==> config.mk <==
export PLATFORM = sky130hd
export DESIGN_NAME = data_logging_trigger_io
export DESIGN_NICKNAME = d
export VERILOG_FILES = /design/src/design/dlog_pkg.sv /design/src/design/pulse_stretch.sv /design/src/design/data_logging_trigger_io.sv
export SDC_FILE = /design/constraint.sdc
export NUM_CORES = 1
export LEC_CHECK = 0
export BUFFER_PORTS_ARGS = -buffer_cell sky130_fd_sc_hd__buf_2
export CAP_MARGIN = 0
export CORE_MARGIN = 8
export CORE_UTILIZATION = 55
export DETAILED_ROUTE_END_ITERATION = 16
export PLACE_DENSITY_LB_ADDON = 0.08
export REMOVE_ABC_BUFFERS = 1
export SLEW_MARGIN = 10
export SYNTH_ARGS = -nofsm -noshare
export SYNTH_HDL_FRONTEND = slang
export SYNTH_SLANG_ARGS = --single-unit
==> constraint.sdc <==
create_clock -name clk_sys_i -period 3 [get_ports clk_sys_i]
set_input_delay 0.75 -clock clk_sys_i [delete_from_list [all_inputs] [get_ports clk_sys_i]]
set_output_delay 0.75 -clock clk_sys_i [all_outputs]
set_load 0.02 [all_outputs]
==> src/design/dlog_pkg.sv <==
package dlog_pkg;
    localparam int          ADDR_W          = 8;
    localparam logic [7:0]  OFF_MULT        = 8'h00;
    localparam logic [7:0]  OFF_TICK_COUNT  = 8'h04;
    localparam logic [7:0]  OFF_INPUTS      = 8'h08;
    localparam logic [7:0]  OFF_START_SETUP = 8'h0c;
    localparam logic [7:0]  OFF_STORE_SETUP = 8'h10;
    localparam logic [7:0]  OFF_REQUESTED   = 8'h14;
    localparam logic [7:0]  OFF_OUTSTANDING = 8'h18;
    localparam logic [7:0]  OFF_RUN_CTRL    = 8'h1c;
    localparam logic [7:0]  OFF_OUT_DRIVE   = 8'h20;
    localparam logic [7:0]  OFF_OUT_ROUTE   = 8'h24;
    localparam logic [7:0]  OFF_TS_HOLD     = 8'h28;

    localparam int          SETUP_AND_BIT   = 31;
    localparam int          CODE_W          = 3;
    localparam int          LINES           = 4;
    localparam int          CHANNELS        = 3;
    localparam int          RUN_BIT         = 0;
    localparam int          TRIGGERED_BIT   = 1;
    localparam int          CONT_BIT        = 2;
    localparam int          WIDTH_SEL_HI    = 31;
    localparam int          WIDTH_SEL_LO    = 30;
    localparam int          MERGED_LINE     = 3;

    localparam logic [31:0] RESET_WORD      = 32'h0000_0000;

    localparam logic [2:0]  COND_NEVER      = 3'h0;
    localparam logic [2:0]  COND_RISE       = 3'h1;
    localparam logic [2:0]  COND_FALL       = 3'h2;
    localparam logic [2:0]  COND_CHANGE     = 3'h3;
    localparam logic [2:0]  COND_HIGH       = 3'h4;
    localparam logic [2:0]  COND_LOW        = 3'h5;

    localparam int          CLK_MHZ         = 125;
    localparam int          BASE_TICK_NS    = 30000;
    localparam int          BASE_TICK_CYC   = BASE_TICK_NS * CLK_MHZ / 1000;
    localparam int          PULSE_1MS_NS    = 1000000;
    localparam int          PULSE_200US_NS  = 200000;
    localparam int          PULSE_20US_NS   = 20000;
    localparam int          PULSE_5US_NS    = 5000;
    localparam int          PULSE_1MS_CYC   = PULSE_1MS_NS * CLK_MHZ / 1000;
    localparam int          PULSE_200US_CYC = PULSE_200US_NS * CLK_MHZ / 1000;
    localparam int          PULSE_20US_CYC  = PULSE_20US_NS * CLK_MHZ / 1000;
    localparam int          PULSE_5US_CYC   = PULSE_5US_NS * CLK_MHZ / 1000;
    localparam int          PULSE_W         = 17;

    localparam int          TS_MHZ          = 33;
    localparam int          TS_ACC_W        = 8;
endpackage : dlog_pkg

==> src/design/pulse_stretch.sv <==
`timescale 1ns/1ps
`default_nettype none
module pulse_stretch
    import dlog_pkg::*;
(
    input  wire logic               clk_sys_i,
    input  wire logic               reset_i,
    input  wire logic               fire_i,
    input  wire logic [PULSE_W-1:0] width_i,
    output var  logic               pulse_o
);
    logic [PULSE_W-1:0] remain;

    // Holds the output high for width_i cycles, retriggerable
    always_ff @(posedge clk_sys_i)
    begin
        if (reset_i)
        begin
            remain  <= '0;
            pulse_o <= 1'b0;
        end
        else if (fire_i)
        begin
            remain  <= width_i;
            pulse_o <= 1'b1;
        end
        else if (remain > 1)
        begin
            remain <= remain - 1'b1;
        end
        else
        begin
            remain  <= '0;
            pulse_o <= 1'b0;
        end
    end
endmodule : pulse_stretch
`default_nettype wire

==> src/design/data_logging_trigger_io.sv <==
// Contract
// [RULE1] Multiplier N read/write, sets tick period
// [RULE2] Tick counter advances every (N+1)*30us
// [RULE3] Counter write clears only when idle
// [RULE4] Input bits read 1 when pin low
// [RULE5] Start setup: four codes, AND/OR select
// [RULE6] Store setup: same layout, qualifies storage
// [RULE7] Codes never, rising, falling
// [RULE8] Codes change, high, low, always
// [RULE9] Requested sample count register
// [RULE10] Outstanding sample count read-only
// [RULE11] Run bit starts/stops, reads state
// [RULE12] Triggered flag read-only
// [RULE13] Continuous flag read-only, rest reserved
// [RULE14] Output bit 1 pulls pin low
// [RULE15] Routing bits 31:30 pick pulse width
// [RULE16] Routing bit 3 selects merged pulse
// [RULE17] Routing bits 2:0 select channel pulses
// [RULE18] Channel triggers ORed into merged pulse
// [RULE19] Merged adds input and logging triggers
// [RULE20] Capture-enabled channels load output latch
// [RULE21] Time stamp held on each trigger
// [RULE22] Host clears channel status after reading
// [RULE23] New start rearms trigger search
// [RULE24] No storage before trigger
// [RULE25] Store strobe aligned to sampling tick
// [RULE26] Outstanding loads, decrements, ends at zero
// [RULE27] Edges compare against previous sample
`timescale 1ns/1ps
`default_nettype none
module data_logging_trigger_io
    import dlog_pkg::*;
#(
    parameter int PULSE_1MS_COUNT   = PULSE_1MS_CYC,
    parameter int PULSE_200US_COUNT = PULSE_200US_CYC
)
(
    input  wire logic                clk_sys_i,
    input  wire logic                reset_i,
    input  wire logic [ADDR_W-1:0]   addr_i,
    input  wire logic [31:0]         wr_data_i,
    input  wire logic                wr_i,
    input  wire logic                rd_i,
    output var  logic [31:0]         rd_data_o,
    input  wire logic [LINES-1:0]    input_line_i,
    output logic      [LINES-1:0]    output_line_o,
    output var  logic [LINES-1:0]    output_line_oe_o,
    input  wire logic [CHANNELS-1:0] enc_trigger_i,
    input  wire logic [CHANNELS-1:0] capture_enable_i,
    input  wire logic                input_edge_trigger_i,
    output logic                     merged_trigger_o,
    output logic [CHANNELS-1:0]      latch_load_o,
    output logic                     log_store_o,
    output var  logic [31:0]         time_stamp_hold_o
);
    typedef enum logic [2:0] {
        ST_IDLE  = 3'b001,
        ST_ARMED = 3'b010,
        ST_STORE = 3'b100
    } acq_e;
    acq_e               state;
    logic [31:0]        multiplier;
    logic [31:0]        tick_count;
    logic [31:0]        start_setup;
    logic [31:0]        store_setup;
    logic [31:0]        requested;
    logic [31:0]        outstanding;
    logic [LINES-1:0]   drive;
    logic [31:0]        routing;
    logic               continuous;
    logic [15:0]        base_count;
    logic               base_tick;
    logic [31:0]        mult_count;
    logic               sample_tick;
    logic [LINES-1:0]   line_meta;
    logic [LINES-1:0]   line_level;
    logic [LINES-1:0]   line_prev;
    logic [TS_ACC_W-1:0] ts_phase;
    logic [31:0]        time_stamp_counter;
    logic               running;
    logic               start_met;
    logic               store_met;
    logic               start_wr;
    logic               stop_wr;
    logic               count_clear;
    logic [PULSE_W-1:0] pulse_width;
    logic [LINES-1:0]   pulse_fire;
    logic [LINES-1:0]   pulse_line;
    // Per-line condition code evaluation
    function automatic logic cond_hit(input logic [2:0] code, input logic cur,
                                      input logic prev);
        logic hit;
        case (code)
            COND_NEVER:  hit = 1'b0;                   // RULE7
            COND_RISE:   hit = cur & ~prev;            // RULE7
            COND_FALL:   hit = ~cur & prev;            // RULE7
            COND_CHANGE: hit = cur ^ prev;             // RULE8
            COND_HIGH:   hit = cur;                    // RULE8
            COND_LOW:    hit = ~cur;                   // RULE8
            default:     hit = 1'b1;                   // RULE8
        endcase
        return hit;
    endfunction : cond_hit
    // AND or OR combination over all lines
    function automatic logic setup_hit(input logic [31:0] setup,
                                       input logic [LINES-1:0] cur,
                                       input logic [LINES-1:0] prev);
        logic [LINES-1:0] hits;
        hits = '0;
        for (int k = 0; k < LINES; k++)
        begin
            hits[k] = cond_hit(setup[k*CODE_W +: CODE_W], cur[k], prev[k]);
        end
        return setup[SETUP_AND_BIT] ? &hits : |hits;
    endfunction : setup_hit
    assign running     = (state != ST_IDLE);
    assign start_wr    = wr_i && (addr_i == OFF_RUN_CTRL) && wr_data_i[RUN_BIT];
    assign stop_wr     = wr_i && (addr_i == OFF_RUN_CTRL) && !wr_data_i[RUN_BIT];
    assign count_clear = wr_i && (addr_i == OFF_TICK_COUNT) && !running;
    assign start_met   = setup_hit(start_setup, line_level, line_prev);   // RULE5
    assign store_met   = setup_hit(store_setup, line_level, line_prev);   // RULE6
    assign log_store_o = sample_tick && (state == ST_STORE) && store_met; // RULE24 RULE25
    // Two-stage synchroniser for the input pins
    always_ff @(posedge clk_sys_i)
    begin
        if (reset_i)
        begin
            line_meta  <= {LINES{1'b1}};
            line_level <= {LINES{1'b1}};
        end
        else
        begin
            line_meta  <= input_line_i;
            line_level <= line_meta;
        end
    end
    // Level at the previous sampling point
    always_ff @(posedge clk_sys_i)
    begin
        if (reset_i)
            line_prev <= {LINES{1'b1}};
        else if (sample_tick)
            line_prev <= line_level;                   // RULE27
    end
    // 30 us base tick and (N+1) multiplier
    always_ff @(posedge clk_sys_i)
    begin
        if (reset_i)
        begin
            base_count  <= '0;
            base_tick   <= 1'b0;
            mult_count  <= '0;
            sample_tick <= 1'b0;
        end
        else
        begin
            base_tick   <= (base_count == 16'(BASE_TICK_CYC - 1));
            base_count  <= (base_count == 16'(BASE_TICK_CYC - 1)) ? '0 : base_count + 1'b1;
            sample_tick <= base_tick && (mult_count >= multiplier);   // RULE1
            if (base_tick)
                mult_count <= (mult_count >= multiplier) ? '0 : mult_count + 1'b1;
        end
    end
    // Sampling counter
    always_ff @(posedge clk_sys_i)
    begin
        if (reset_i || count_clear)
            tick_count <= RESET_WORD;                  // RULE3
        else if (sample_tick)
            tick_count <= tick_count + 1'b1;           // RULE2
    end
    // Software-written configuration
    always_ff @(posedge clk_sys_i)
    begin
        if (reset_i)
        begin
            multiplier  <= RESET_WORD;
            start_setup <= RESET_WORD;
            store_setup <= RESET_WORD;
            requested   <= RESET_WORD;
            drive       <= '0;
            routing     <= RESET_WORD;
        end
        else if (wr_i)
        begin
            case (addr_i)
                OFF_MULT:        multiplier  <= wr_data_i;                  // RULE1
                OFF_START_SETUP: start_setup <= wr_data_i & 32'h8000_0fff;  // RULE5
                OFF_STORE_SETUP: store_setup <= wr_data_i & 32'h8000_0fff;  // RULE6
                OFF_REQUESTED:   requested   <= wr_data_i;                  // RULE9
                OFF_OUT_DRIVE:   drive       <= wr_data_i[LINES-1:0];
                OFF_OUT_ROUTE:   routing     <= wr_data_i & 32'hc000_000f;
                default:         ;
            endcase
        end
    end
    // Acquisition sequencing
    always_ff @(posedge clk_sys_i)
    begin
        if (reset_i)
        begin
            state       <= ST_IDLE;
            outstanding <= RESET_WORD;
            continuous  <= 1'b0;
        end
        else if (start_wr)
        begin
            state       <= ST_ARMED;                   // RULE23
            outstanding <= requested;                  // RULE26
            continuous  <= (requested == RESET_WORD);
        end
        else if (stop_wr)
        begin
            state <= ST_IDLE;                          // RULE11
        end
        else
        begin
            case (state)
                ST_IDLE:
                    state <= ST_IDLE;
                ST_ARMED:
                    if (sample_tick && start_met)
                        state <= ST_STORE;
                ST_STORE:
                    if (log_store_o && !continuous)
                    begin
                        outstanding <= outstanding - 1'b1;  // RULE26
                        if (outstanding == 32'h0000_0001)
                            state <= ST_IDLE;
                    end
                default:
                    state <= ST_IDLE;
            endcase
        end
    end
    // Triggered flag stays until the next start; a stop in the same cycle wins
    logic triggered;
    always_ff @(posedge clk_sys_i)
    begin
        if (reset_i || start_wr)
            triggered <= 1'b0;                         // RULE23
        else if (state == ST_ARMED && sample_tick && start_met && !stop_wr)
            triggered <= 1'b1;                         // RULE12
    end
    // Merged capture pulse and latch loads
    assign merged_trigger_o = |enc_trigger_i | input_edge_trigger_i
                              | log_store_o;           // RULE18 RULE19
    assign latch_load_o     = {CHANNELS{merged_trigger_o}} & capture_enable_i;  // RULE20
    // 33 MHz time stamp from a fractional divider
    always_ff @(posedge clk_sys_i)
    begin
        if (reset_i)
        begin
            ts_phase           <= '0;
            time_stamp_counter <= RESET_WORD;
        end
        else if (ts_phase + TS_ACC_W'(TS_MHZ) >= TS_ACC_W'(CLK_MHZ))
        begin
            ts_phase           <= ts_phase + TS_ACC_W'(TS_MHZ) - TS_ACC_W'(CLK_MHZ);
            time_stamp_counter <= time_stamp_counter + 1'b1;
        end
        else
        begin
            ts_phase <= ts_phase + TS_ACC_W'(TS_MHZ);
        end
    end
    always_ff @(posedge clk_sys_i)
    begin
        if (reset_i)
            time_stamp_hold_o <= RESET_WORD;
        else if (merged_trigger_o)
            time_stamp_hold_o <= time_stamp_counter;   // RULE21
    end
    // Trigger pulse width select
    always_comb
    begin
        case (routing[WIDTH_SEL_HI:WIDTH_SEL_LO])      // RULE15
            2'b00:   pulse_width = PULSE_W'(PULSE_1MS_COUNT);
            2'b01:   pulse_width = PULSE_W'(PULSE_200US_COUNT);
            2'b10:   pulse_width = PULSE_W'(PULSE_20US_CYC);
            default: pulse_width = PULSE_W'(PULSE_5US_CYC);
        endcase
    end
    assign pulse_fire = {merged_trigger_o, enc_trigger_i};
    // Open-drain output lines
    genvar g;
    generate
        for (g = 0; g < LINES; g++)
        begin : g_line
            pulse_stretch u_stretch (
                .clk_sys_i (clk_sys_i),
                .reset_i   (reset_i),
                .fire_i    (pulse_fire[g]),
                .width_i   (pulse_width),
                .pulse_o   (pulse_line[g])
            );
            always_ff @(posedge clk_sys_i)
            begin
                if (reset_i)
                    output_line_oe_o[g] <= 1'b0;
                else
                    output_line_oe_o[g] <= routing[g] ? pulse_line[g]
                                                      : drive[g];  // RULE14 RULE16 RULE17
            end
        end
    endgenerate
    assign output_line_o = '0;
    // Register read port, data one cycle after the strobe
    always_ff @(posedge clk_sys_i)
    begin
        if (reset_i)
            rd_data_o <= RESET_WORD;
        else if (rd_i)
        begin
            case (addr_i)
                OFF_MULT:        rd_data_o <= multiplier;
                OFF_TICK_COUNT:  rd_data_o <= tick_count;
                OFF_INPUTS:      rd_data_o <= {28'h0000000, ~line_level};  // RULE4
                OFF_START_SETUP: rd_data_o <= start_setup;
                OFF_STORE_SETUP: rd_data_o <= store_setup;
                OFF_REQUESTED:   rd_data_o <= requested;
                OFF_OUTSTANDING: rd_data_o <= outstanding;                 // RULE10
                OFF_RUN_CTRL:    rd_data_o <= {29'h0, running && continuous,
                                               triggered, running};        // RULE11 RULE13
                OFF_OUT_DRIVE:   rd_data_o <= {28'h0000000, drive};
                OFF_OUT_ROUTE:   rd_data_o <= routing;
                OFF_TS_HOLD:     rd_data_o <= time_stamp_hold_o;
                default:         rd_data_o <= RESET_WORD;
            endcase
        end
    end
endmodule : data_logging_trigger_io
`default_nettype wire

==> After elaboration in Yosys (flattened, before gate mapping) <==
Index checks and enable logic that the tools add are counted.
{ "totals": {"regBits": 411, "latchBits": 0, "mem_bits_rw": 0, "rom_bits": 0, "output_inout_bits": 77, "mem_count": 0} }
{ "classes": {"n_addsub": 11, "multipliers": 0, "div": 0, "n_lt_le_gt_ge": 6, "eq_ne": 68, "shift": 0, "muxes": 44, "bitwise": 24, "n_reduce_logical": 49} }
{ "ops": {"columns": ["operator", "count"], "rows": [
  ["$pmux W32 S11", 1],
  ["$mux W32", 5],
  ["$mux W17", 8],
  ["$add A32 B1 Y32 const B", 3],
  ["$gt A17 B1 Y1 const B", 4],
  ["$sub A17 B1 Y17 const B", 4],
  ["$eq A3 B2 Y1 const B", 17],
  ["$eq A3 B3 Y1 const B", 17],
  ["$pmux W17 S3", 1],
  ["$pmux W1 S6", 8],
  ["$eq A32 B1 Y1 const B", 1],
  ["$eq A8 B5 Y1 const B", 4],
  ["$ge A32 B32 Y1", 1],
  ["$logic_not A32 Y1", 1],
  ["$sub A32 B1 Y32 const B", 1],
  ["$eq A3 B1 Y1 const B", 8],
  ["$eq A8 B6 Y1 const B", 3],
  ["$logic_not A3 Y1", 8],
  ["$add A16 B1 Y16 const B", 1],
  ["$eq A16 B12 Y1 const B", 1],
  ["$eq A8 B4 Y1 const B", 2],
  ["$logic_and A1 B1 Y1", 14],
  ["$mux W1", 14],
  ["$ne A2 B2 Y1 const B", 6],
  ["other kinds (31)", 69]
]} }

==> Logic depth before layout (Yosys ltp) <==
Gate-level depths: netlist of run 1.
{ "depth": {"word_depth": 11, "ltp_mapped": 11, "mapped_depth_nobuf": 10} }

==> Hierarchy <==
Synthesis of run 1 repeated with hierarchy kept, for this count alone.
{ "hier_totals": {"cells_unflattened": 2528, "hier_area_um2": 20758.7} }
{ "by_module_without_submodules": {"columns": ["mod", "n_inst", "cells_per_inst", "area_per_inst_um2", "seq_area_each_um2"], "rows": [
  ["data_logging_trigger_io", 1, 2045, 16625.9, 6786.5],
  ["pulse_stretch (g_line[1].u_stretch ...)", 3, 119, 1024.7, 360.3],
  ["pulse_stretch (g_line[0].u_stretch)", 1, 126, 1058.5, 360.3]
]} }

==> Worst setup path after synthesis of run 1 <==
No wires, ideal clock.
{ "synth_timing": {"path_kind": "reg2out", "from": "register line_level[1]", "to": "output port latch_load_o[0]", "arrival_ns": 2.653, "setup_slack_ns": -0.403, "path_stages_with_launch": 11, "path_buffers": 1, "cell_sequence": "dfxtp_1 ha_1 or3b_2 a31o_2 and3_1 nor4_1 o21ai_2 inv_1 nor2_1 clkbuf_1 nor2b_1"} }
{ "synth_between": {"elab_chain_len": 8, "word_cells_on_any_way": 11, "cone_classes": "mux: 2; bitwise: 6; reduce/logical: 3"} }
{ "synth_lines": {"columns": ["item", "line", "text"], "rows": [
  ["start: declaration", "data_logging_trigger_io.sv:76", "logic [LINES-1:0] line_level;"],
  ["start signal: assignment", "data_logging_trigger_io.sv:129", "line_level <= {LINES{1'b1}};"],
  ["start signal: assignment", "data_logging_trigger_io.sv:134", "line_level <= line_meta;"],
  ["$not A1 Y1", "data_logging_trigger_io.sv:96, data_logging_trigger_io.sv:99", null],
  ["$and A1 B1 Y1", "data_logging_trigger_io.sv:96", "COND_FALL: hit = ~cur & prev;"],
  ["$pmux W1 S6 *", "data_logging_trigger_io.sv:93", "case (code)"],
  ["$reduce_or A4 Y1 or $reduce_and A4 Y1 (tied branches)", "data_logging_trigger_io.sv:114", "return setup[SETUP_AND_BIT] ? &hits : |hits;"],
  ["$mux W1 *", "data_logging_trigger_io.sv:114", null],
  ["$logic_and A1 B1 Y1 *", "data_logging_trigger_io.sv:122", "assign log_store_o = sample_tick && (state == ST_STORE) && store_met;"],
  ["$or A1 B1 Y1 *", "data_logging_trigger_io.sv:247", "| log_store_o;"],
  ["$and A3 B3 Y3 *", "data_logging_trigger_io.sv:248", "assign latch_load_o = {CHANNELS{merged_trigger_o}} & capture_enable_i;"],
  ["end: declaration", "data_logging_trigger_io.sv:52", "output logic [CHANNELS-1:0] latch_load_o,"]
]} }
Mark *: on every way between the ends. The rest lies on a longest branch, timed or not.

==> Worst setup path in the final report of run 1 <==
{ "layout_timing": {"from": "register line_prev[0]", "to": "output port latch_load_o[0]"} }
{ "layout_between": {"elab_chain_len": 8, "word_cells_on_any_way": 11, "cone_classes": "mux: 2; bitwise: 6; reduce/logical: 3"} }
{ "layout_lines": {"columns": ["item", "line", "text"], "rows": [
  ["start: declaration", "data_logging_trigger_io.sv:77", "logic [LINES-1:0] line_prev;"],
  ["start signal: assignment", "data_logging_trigger_io.sv:141", "line_prev <= {LINES{1'b1}};"],
  ["start signal: assignment", "data_logging_trigger_io.sv:143", "line_prev <= line_level;"],
  ["$not A1 Y1", "data_logging_trigger_io.sv:95", "COND_RISE: hit = cur & ~prev;"],
  ["$and A1 B1 Y1", "data_logging_trigger_io.sv:95", null],
  ["$pmux W1 S6 *", "data_logging_trigger_io.sv:93", null],
  ["$reduce_or A4 Y1 or $reduce_and A4 Y1 (tied branches)", "data_logging_trigger_io.sv:114", null],
  ["$mux W1 *", "data_logging_trigger_io.sv:114", null],
  ["$logic_and A1 B1 Y1 *", "data_logging_trigger_io.sv:122", null],
  ["$or A1 B1 Y1 *", "data_logging_trigger_io.sv:247", null],
  ["$and A3 B3 Y3 *", "data_logging_trigger_io.sv:248", null]
]} }
Marks and branches as above.

==> run metrics, run 1 <==
Max Slew Vio Count=0; final wirelength=61600 um; Buffers & Inverters on Critical Path=3; CTS clk-pin slew, worst paths=0.06 ns; most used cell, CP=inv_2; Initial Utilization=0.559; RD Place Congestion=0.939; first-pass GRT wire length=97700 um; DR WL/cell=20.0 um; grt total ovfl=0; register area=0.00824 mm^2; critical path class=flop to output pin; VDD IR max=488 uV; fmax=280 MHz; vias per inst=6.15; drt pass-1 iters=6; largest net degree at the start of global routing=84; required time of the critical path=2.25 ns; CTS buffer count=44; status=complete, but fails checks; Final setup viols=44; Net count, final=2707; Critical Path Sink=latch_load_o[0]; Crit path max-delay family=simple AND/OR/NAND/NOR gates; Worst R2R Setup Slack=-0.32 ns; worst reg2reg endpoint=outstanding[23]; layout cells sized above 1=0.152; chip height=206 um; ANT nets after route=0; violated checks=negative setup slack; maximum capacitance violations=0; Worst Reg-to-Reg Cells=12; setup slack at placement=-0.260 ns; Hold WC Path Type=input port to flop; Worst Skew=0.0125 ns; Leak Pwr=8.56 nW; Detailed Route Iter0 Violations=1850; mapped cell area=0.0199 mm^2; r2r startpoint=line_prev[0]; area leader, netlist=dfxtp_1; worst endpoint data arrival time=2.82 ns; Levels on crit path=11; final core occ=0.654; synth top area cells=dfxtp_1 (41%), a21oi_1 (5.9%), nand2_1 (5.6%); mean post-synth cell area=8.13 um^2; CP startpoint=line_prev[0]; Die ar.=0.0425 mm^2; Area Growth Syn to Fin=17.1%; worst-path maximum fanout=5; Largest stage delay, worst path=0.37 ns; Placement Rows=69; worst setup margin=-0.575 ns; worst-path cell chain=inv_2, ha_4, or3b_4, a31o_4, and3_4, nor4_4, o21ai_2, inv_2, nor2_4, nor2b_1, buf_4; final number of hold-violating endpoints=0; top_reg_cell synth=dfxtp_1; min Tclk post-route=3.57 ns; Core Footprint=0.0356 mm^2; final instance area=0.0233 mm^2; yosys synthesis warning count=0; Clock Path Buffers=3; worst skew pair latency=0.56 ns; CTS tree=done; clk root buf=clkbuf_16; Slew headroom=0.494; Seq/Total Area, Yosys=0.414; width of the die=206 um; worst hold start=input_line_i[2]; Critical Path End Type=output pin; H-tree depth=2; # IOs=132; Syn Inst Count=2444; FFs w/ async S/R, synth=0; number of flops mapped to enable cells by yosys=0; Hold WS=0.377 ns; pwr dens=512 mW/mm^2; Yosys reg bits=411; Cell variety after synth=76; unrepaired setup endpoints after global routing=true; FILL cells=3050; clock sink total=411; routed via count=19000; GRT Total Usage=0.282; Worst Tran Pin Value=0.756 ns; Port-buffer cells=127; Synth top area share=0.414; Post-DP Area=0.0215 mm^2; period utilization=1.19; HPWL after detailed placement=43600 um; DR DRC count=0; CP max-delay cell=or3b_4; crit start category=flop; Hold Buf Count CTS=0; initial antenna violation count=2; multi-input gate area in the final layout=0.0110 mm^2; setup_tns=-8.65 ns; vias in the first global route=18400
[area by class of cell]
type / instances / share of cell area
Tap cell: 461 / 0.0248
Inverter: 82 / 0.0132
Timing Repair Buffer: 240 / 0.0720
Multi-Input combinational cell: 1811 / 0.473
Clock inverter: 10 / 0.00382
Antenna cell: 1 / 0.000108
Sequential cell: 411 / 0.354
Clock buffer: 69 / 0.0592
[flip-flops by register name (all words and copies together) (netlist names), 6 cells and up]
register,flops
ts_phase,8
g_line.u_stretch.remain,68
requested,32
start_setup,13
multiplier,32
time_stamp_counter,32
base_count,16
mult_count,32
rd_data_o,32
time_stamp_hold_o,32
routing,6
store_setup,13
tick_count,32
outstanding,32
[layout by cell type, fill, tap and decap left out, types with 14 or more instances in the layout]
| master | n |
|---|---|
| nand2_1 | 296 |
| inv_1 | 78 |
| o22ai_1 | 14 |
| a222oi_1 | 27 |
| or3_1 | 26 |
| a221oi_1 | 15 |
| xnor2_1 | 85 |
| ha_1 | 57 |
| buf_4 | 102 |
| nor3_1 | 50 |
| a31oi_1 | 20 |
| nor2_1 | 257 |
| or2_2 | 14 |
| a22oi_1 | 52 |
| nor4_1 | 22 |
| clkbuf_16 | 46 |
| xor2_1 | 71 |
| clkbuf_8 | 14 |
| o211ai_1 | 16 |
| a21oi_1 | 234 |
| nand4_1 | 28 |
| o21ai_0 | 86 |
| nor2b_1 | 30 |
| and3_1 | 27 |
| buf_2 | 121 |
| dfxtp_1 | 406 |
| nand3_1 | 123 |
| or4_1 | 21 |
[how the worst min path moves through the flow]
stage / end / slack (ns) / cells after the start
after global placement: line_level[1] / 0.40 / 1
after detailed placement: line_level[0] / 0.39 / 1
after CTS: line_meta[0] / 0.36 / 2
final: line_meta[2] / 0.38 / 2
after global routing: line_meta[2] / 0.37 / 2
after floorplan: line_level[0] / 0.39 / 1
[kinds of logic (layout without fill, tap and decap cells)]
group,after synthesis,in the layout,share of synthesized area
and+or+nand+nor,976,976,0.232
AOI/OAI and AO/OA,591,591,0.190
DFF,411,411,0.414
buffers and inverters,225,401,0.0439
xor gates and xnor gates,156,156,0.0687
adders and majority gates,62,62,0.0390
muxes,22,22,0.0116
other,1,5,0.000189
[Yosys cell counts, types with 22 or more instances]
master    count
nor3_1       51
dfxtp_1     411
a21oi_1     235
nor2_1      266
inv_1        81
or4_1        22
ha_1         62
o21ai_0      89
clkbuf_1    127
and3_1       30
nand2_1     296
a222oi_1     27
or3_1        26
nor2b_1      30
xor2_1       71
nand4_1      28
nor4_1       23
a22oi_1      52
xnor2_1      85
nand3_1     123
[per-layer routing]
layer  wire (um)  track usage  vias to the layer above
met5           0            0                        -
met4        2270        0.113                        0
met3        4650       0.0453                      155
met2       29500        0.476                      769
met1       25200        0.356                     9072
li1            -            -                     8988
[stage by stage]
step	total power, mW	std cells
after floorplan	6.20	2304
after global placement	6.48	2995
after detailed placement	6.51	2995
after CTS	12.0	3081
after global routing	12.3	3084
final	11.9	3085
[power breakdown]
| group | internal (mW) | switching, mW | total, mW |
|---|---|---|---|
| logic | 0.301 | 0.462 | 0.764 |
| registers | 5.55 | 0.0930 | 5.65 |
| clock network | 3.23 | 2.26 | 5.49 |
[timing repair]
| action | CTS | global route |
|---|---|---|
| buffers inserted | 7 | 2 |
| gates cloned | 0 | 1 |
| gates resized for setup | 26 | 33 |
| pin swaps | 5 | 11 |
| setup endpoints to repair | 24 | 49 |
No activity file was read; power rests on OpenSTA's default activity.
==> run 2: changes to the inputs <==
SKIP_CTS_REPAIR_TIMING = 1   (was not set)
==> run 2 against run 1 <==
  * The flow still finishes with violations (negative setup slack)
  * Clock power barely moved
  * Register-to-register slack improved by 0.16 ns
  * Routed wire length rose by 0.13%
  * Via count fell by 0.47%
  * Sequential share of layout area rose by 0.10 points
  * Combinational power fell by 0.8%
  * Worst hold slack improved by 0.00085 ns
  * Core utilization fell by 0.24 points
  * Global-route usage fell by 0.080 points
  * Critical path type unchanged
==> run metrics, run 2 (synthesized netlist as in run 1, its figures left out) <==
status=complete, but fails checks; violated checks=negative setup slack; Worst Skew=0.0142 ns; Placement Rows=69; FILL cells=3066; largest net degree at the start of global routing=84; Flop pwr share=0.475; cell internal pwr=9.09 mW; worst setup margin=-0.560 ns; chip height=206 um; Critical Path End Type=output pin; vias in the first global route=18400; drt pass-1 iters=7; Clock Path Buffers=3; Crit path max-delay family=simple AND/OR/NAND/NOR gates; DR DRC count=0; min Tclk post-route=3.56 ns; grt total ovfl=0; Port-buffer cells=127; Max Slew Vio Count=0; required time of the critical path=2.25 ns; ANT nets after route=0; Largest stage delay, worst path=0.35 ns; Buffers & Inverters on Critical Path=5; P_sw=2.81 mW; period utilization=1.19; clock sink total=411; worst endpoint data arrival time=2.81 ns; CTS buffer count=44; commonest non-fill, non-tap cells in the layout=dfxtp_1 (407), nand2_1 (296), nor2_1 (257), a21oi_1 (234), nand3_1 (123); Slew headroom=0.528; CTS tree=done; layout cells sized above 1=0.147; Initial Utilization=0.559; worst-path cell chain=inv_2, ha_4, or3b_1, a31o_2, and3_4, nor4_4, o21ai_2, inv_2, buf_4, buf_6, buf_6; routed via count=18900; Hold WS=0.378 ns; worst-path maximum fanout=3; width of the die=206 um; clk root buf=clkbuf_16; DR WL/cell=20.0 um; CP max-delay cell=or3b_1; max reg flops=68; RD Place Congestion=0.939; GRT Total Usage=0.281; Hold WC Path Type=input port to flop; CTS clk-pin slew, worst paths=0.06 ns; critical path class=flop to output pin; worst skew pair latency=0.56 ns; Net count, final=2703; Clk pwr share=0.462; first-pass GRT wire length=97400 um; final number of hold-violating endpoints=0; pwr dens=513 mW/mm^2; Leak Pwr=8.53 nW; Detailed Route Iter0 Violations=1754; fmax=281 MHz; Worst Tran Pin Value=0.701 ns; Final setup viols=37; Largest Register=g_line.u_stretch.remain; fin cells=3081; Switching Fraction=0.236; final wirelength=61700 um; VDD IR max=489 uV; initial antenna violation count=2; Area Growth Syn to Fin=16.6%; vias per inst=6.13; H-tree depth=2; final core occ=0.652; Core Footprint=0.0356 mm^2; maximum capacitance violations=0; unrepaired setup endpoints after global routing=true; Cells after DPL=2995; Gate power share=0.064; Die ar.=0.0425 mm^2; Power, Total=11.9 mW; # IOs=132; commonest non-fill, non-tap cell in the layout=dfxtp_1; setup slack at placement=-0.260 ns; crit start category=flop; HPWL after detailed placement=43600 um
==> run 2: cell type report <==
| class | instances | area, um^2 | area share |
|---|---|---|---|
| Multi-Input combinational cell | 1811 | 11000 | 0.473 |
| Sequential cell | 411 | 8230 | 0.355 |
| Timing Repair Buffer | 236 | 1640 | 0.0708 |
| Clock buffer | 69 | 1380 | 0.0594 |
| Tap cell | 461 | 577 | 0.0249 |
| Inverter | 82 | 308 | 0.0133 |
| Clock inverter | 10 | 88.8 | 0.00383 |
| Antenna cell | 1 | 2.50 | 0.000108 |
==> run 2: through the flow <==
stage               setup TNS [ns]  cell area, um^2
floorplan                   -89.73            19300
global placement             -2.10            21500
detailed placement           -2.99            21500
CTS                          -6.76            23000
global route                 -9.18            23200
finish                       -4.66            23200
==> run 2: power groups by stage <==
stage	Sequential [mW]	Combinational (mW)	Clock, mW
2_1_floorplan	5.75	0.452	0
3_3_place_gp	5.76	0.723	0
3_5_place_dp	5.77	0.742	0
4_1_cts	5.65	0.747	5.56
5_1_grt	5.66	0.839	5.78
6_report	5.65	0.758	5.50
==> run 2: worst paths after layout <==
path	end	start	slack, ns	cells after the start
setup reg to reg	outstanding[1]	line_prev[1]	-0.16	10
setup / recovery	log_store_o	line_prev[2]	-0.56	11
hold reg to reg	line_level[0]	line_meta[0]	0.41	1
hold / removal	line_meta[2]	input_line_i[2]	0.38	2
==> run 2: metal layers <==
layer	vias to the layer above	wire length (um)	track usage
li1	8982	-	-
met1	9006	25100	0.354
met2	750	29500	0.475
met3	156	4750	0.0475
met4	0	2350	0.111
met5	-	0	0
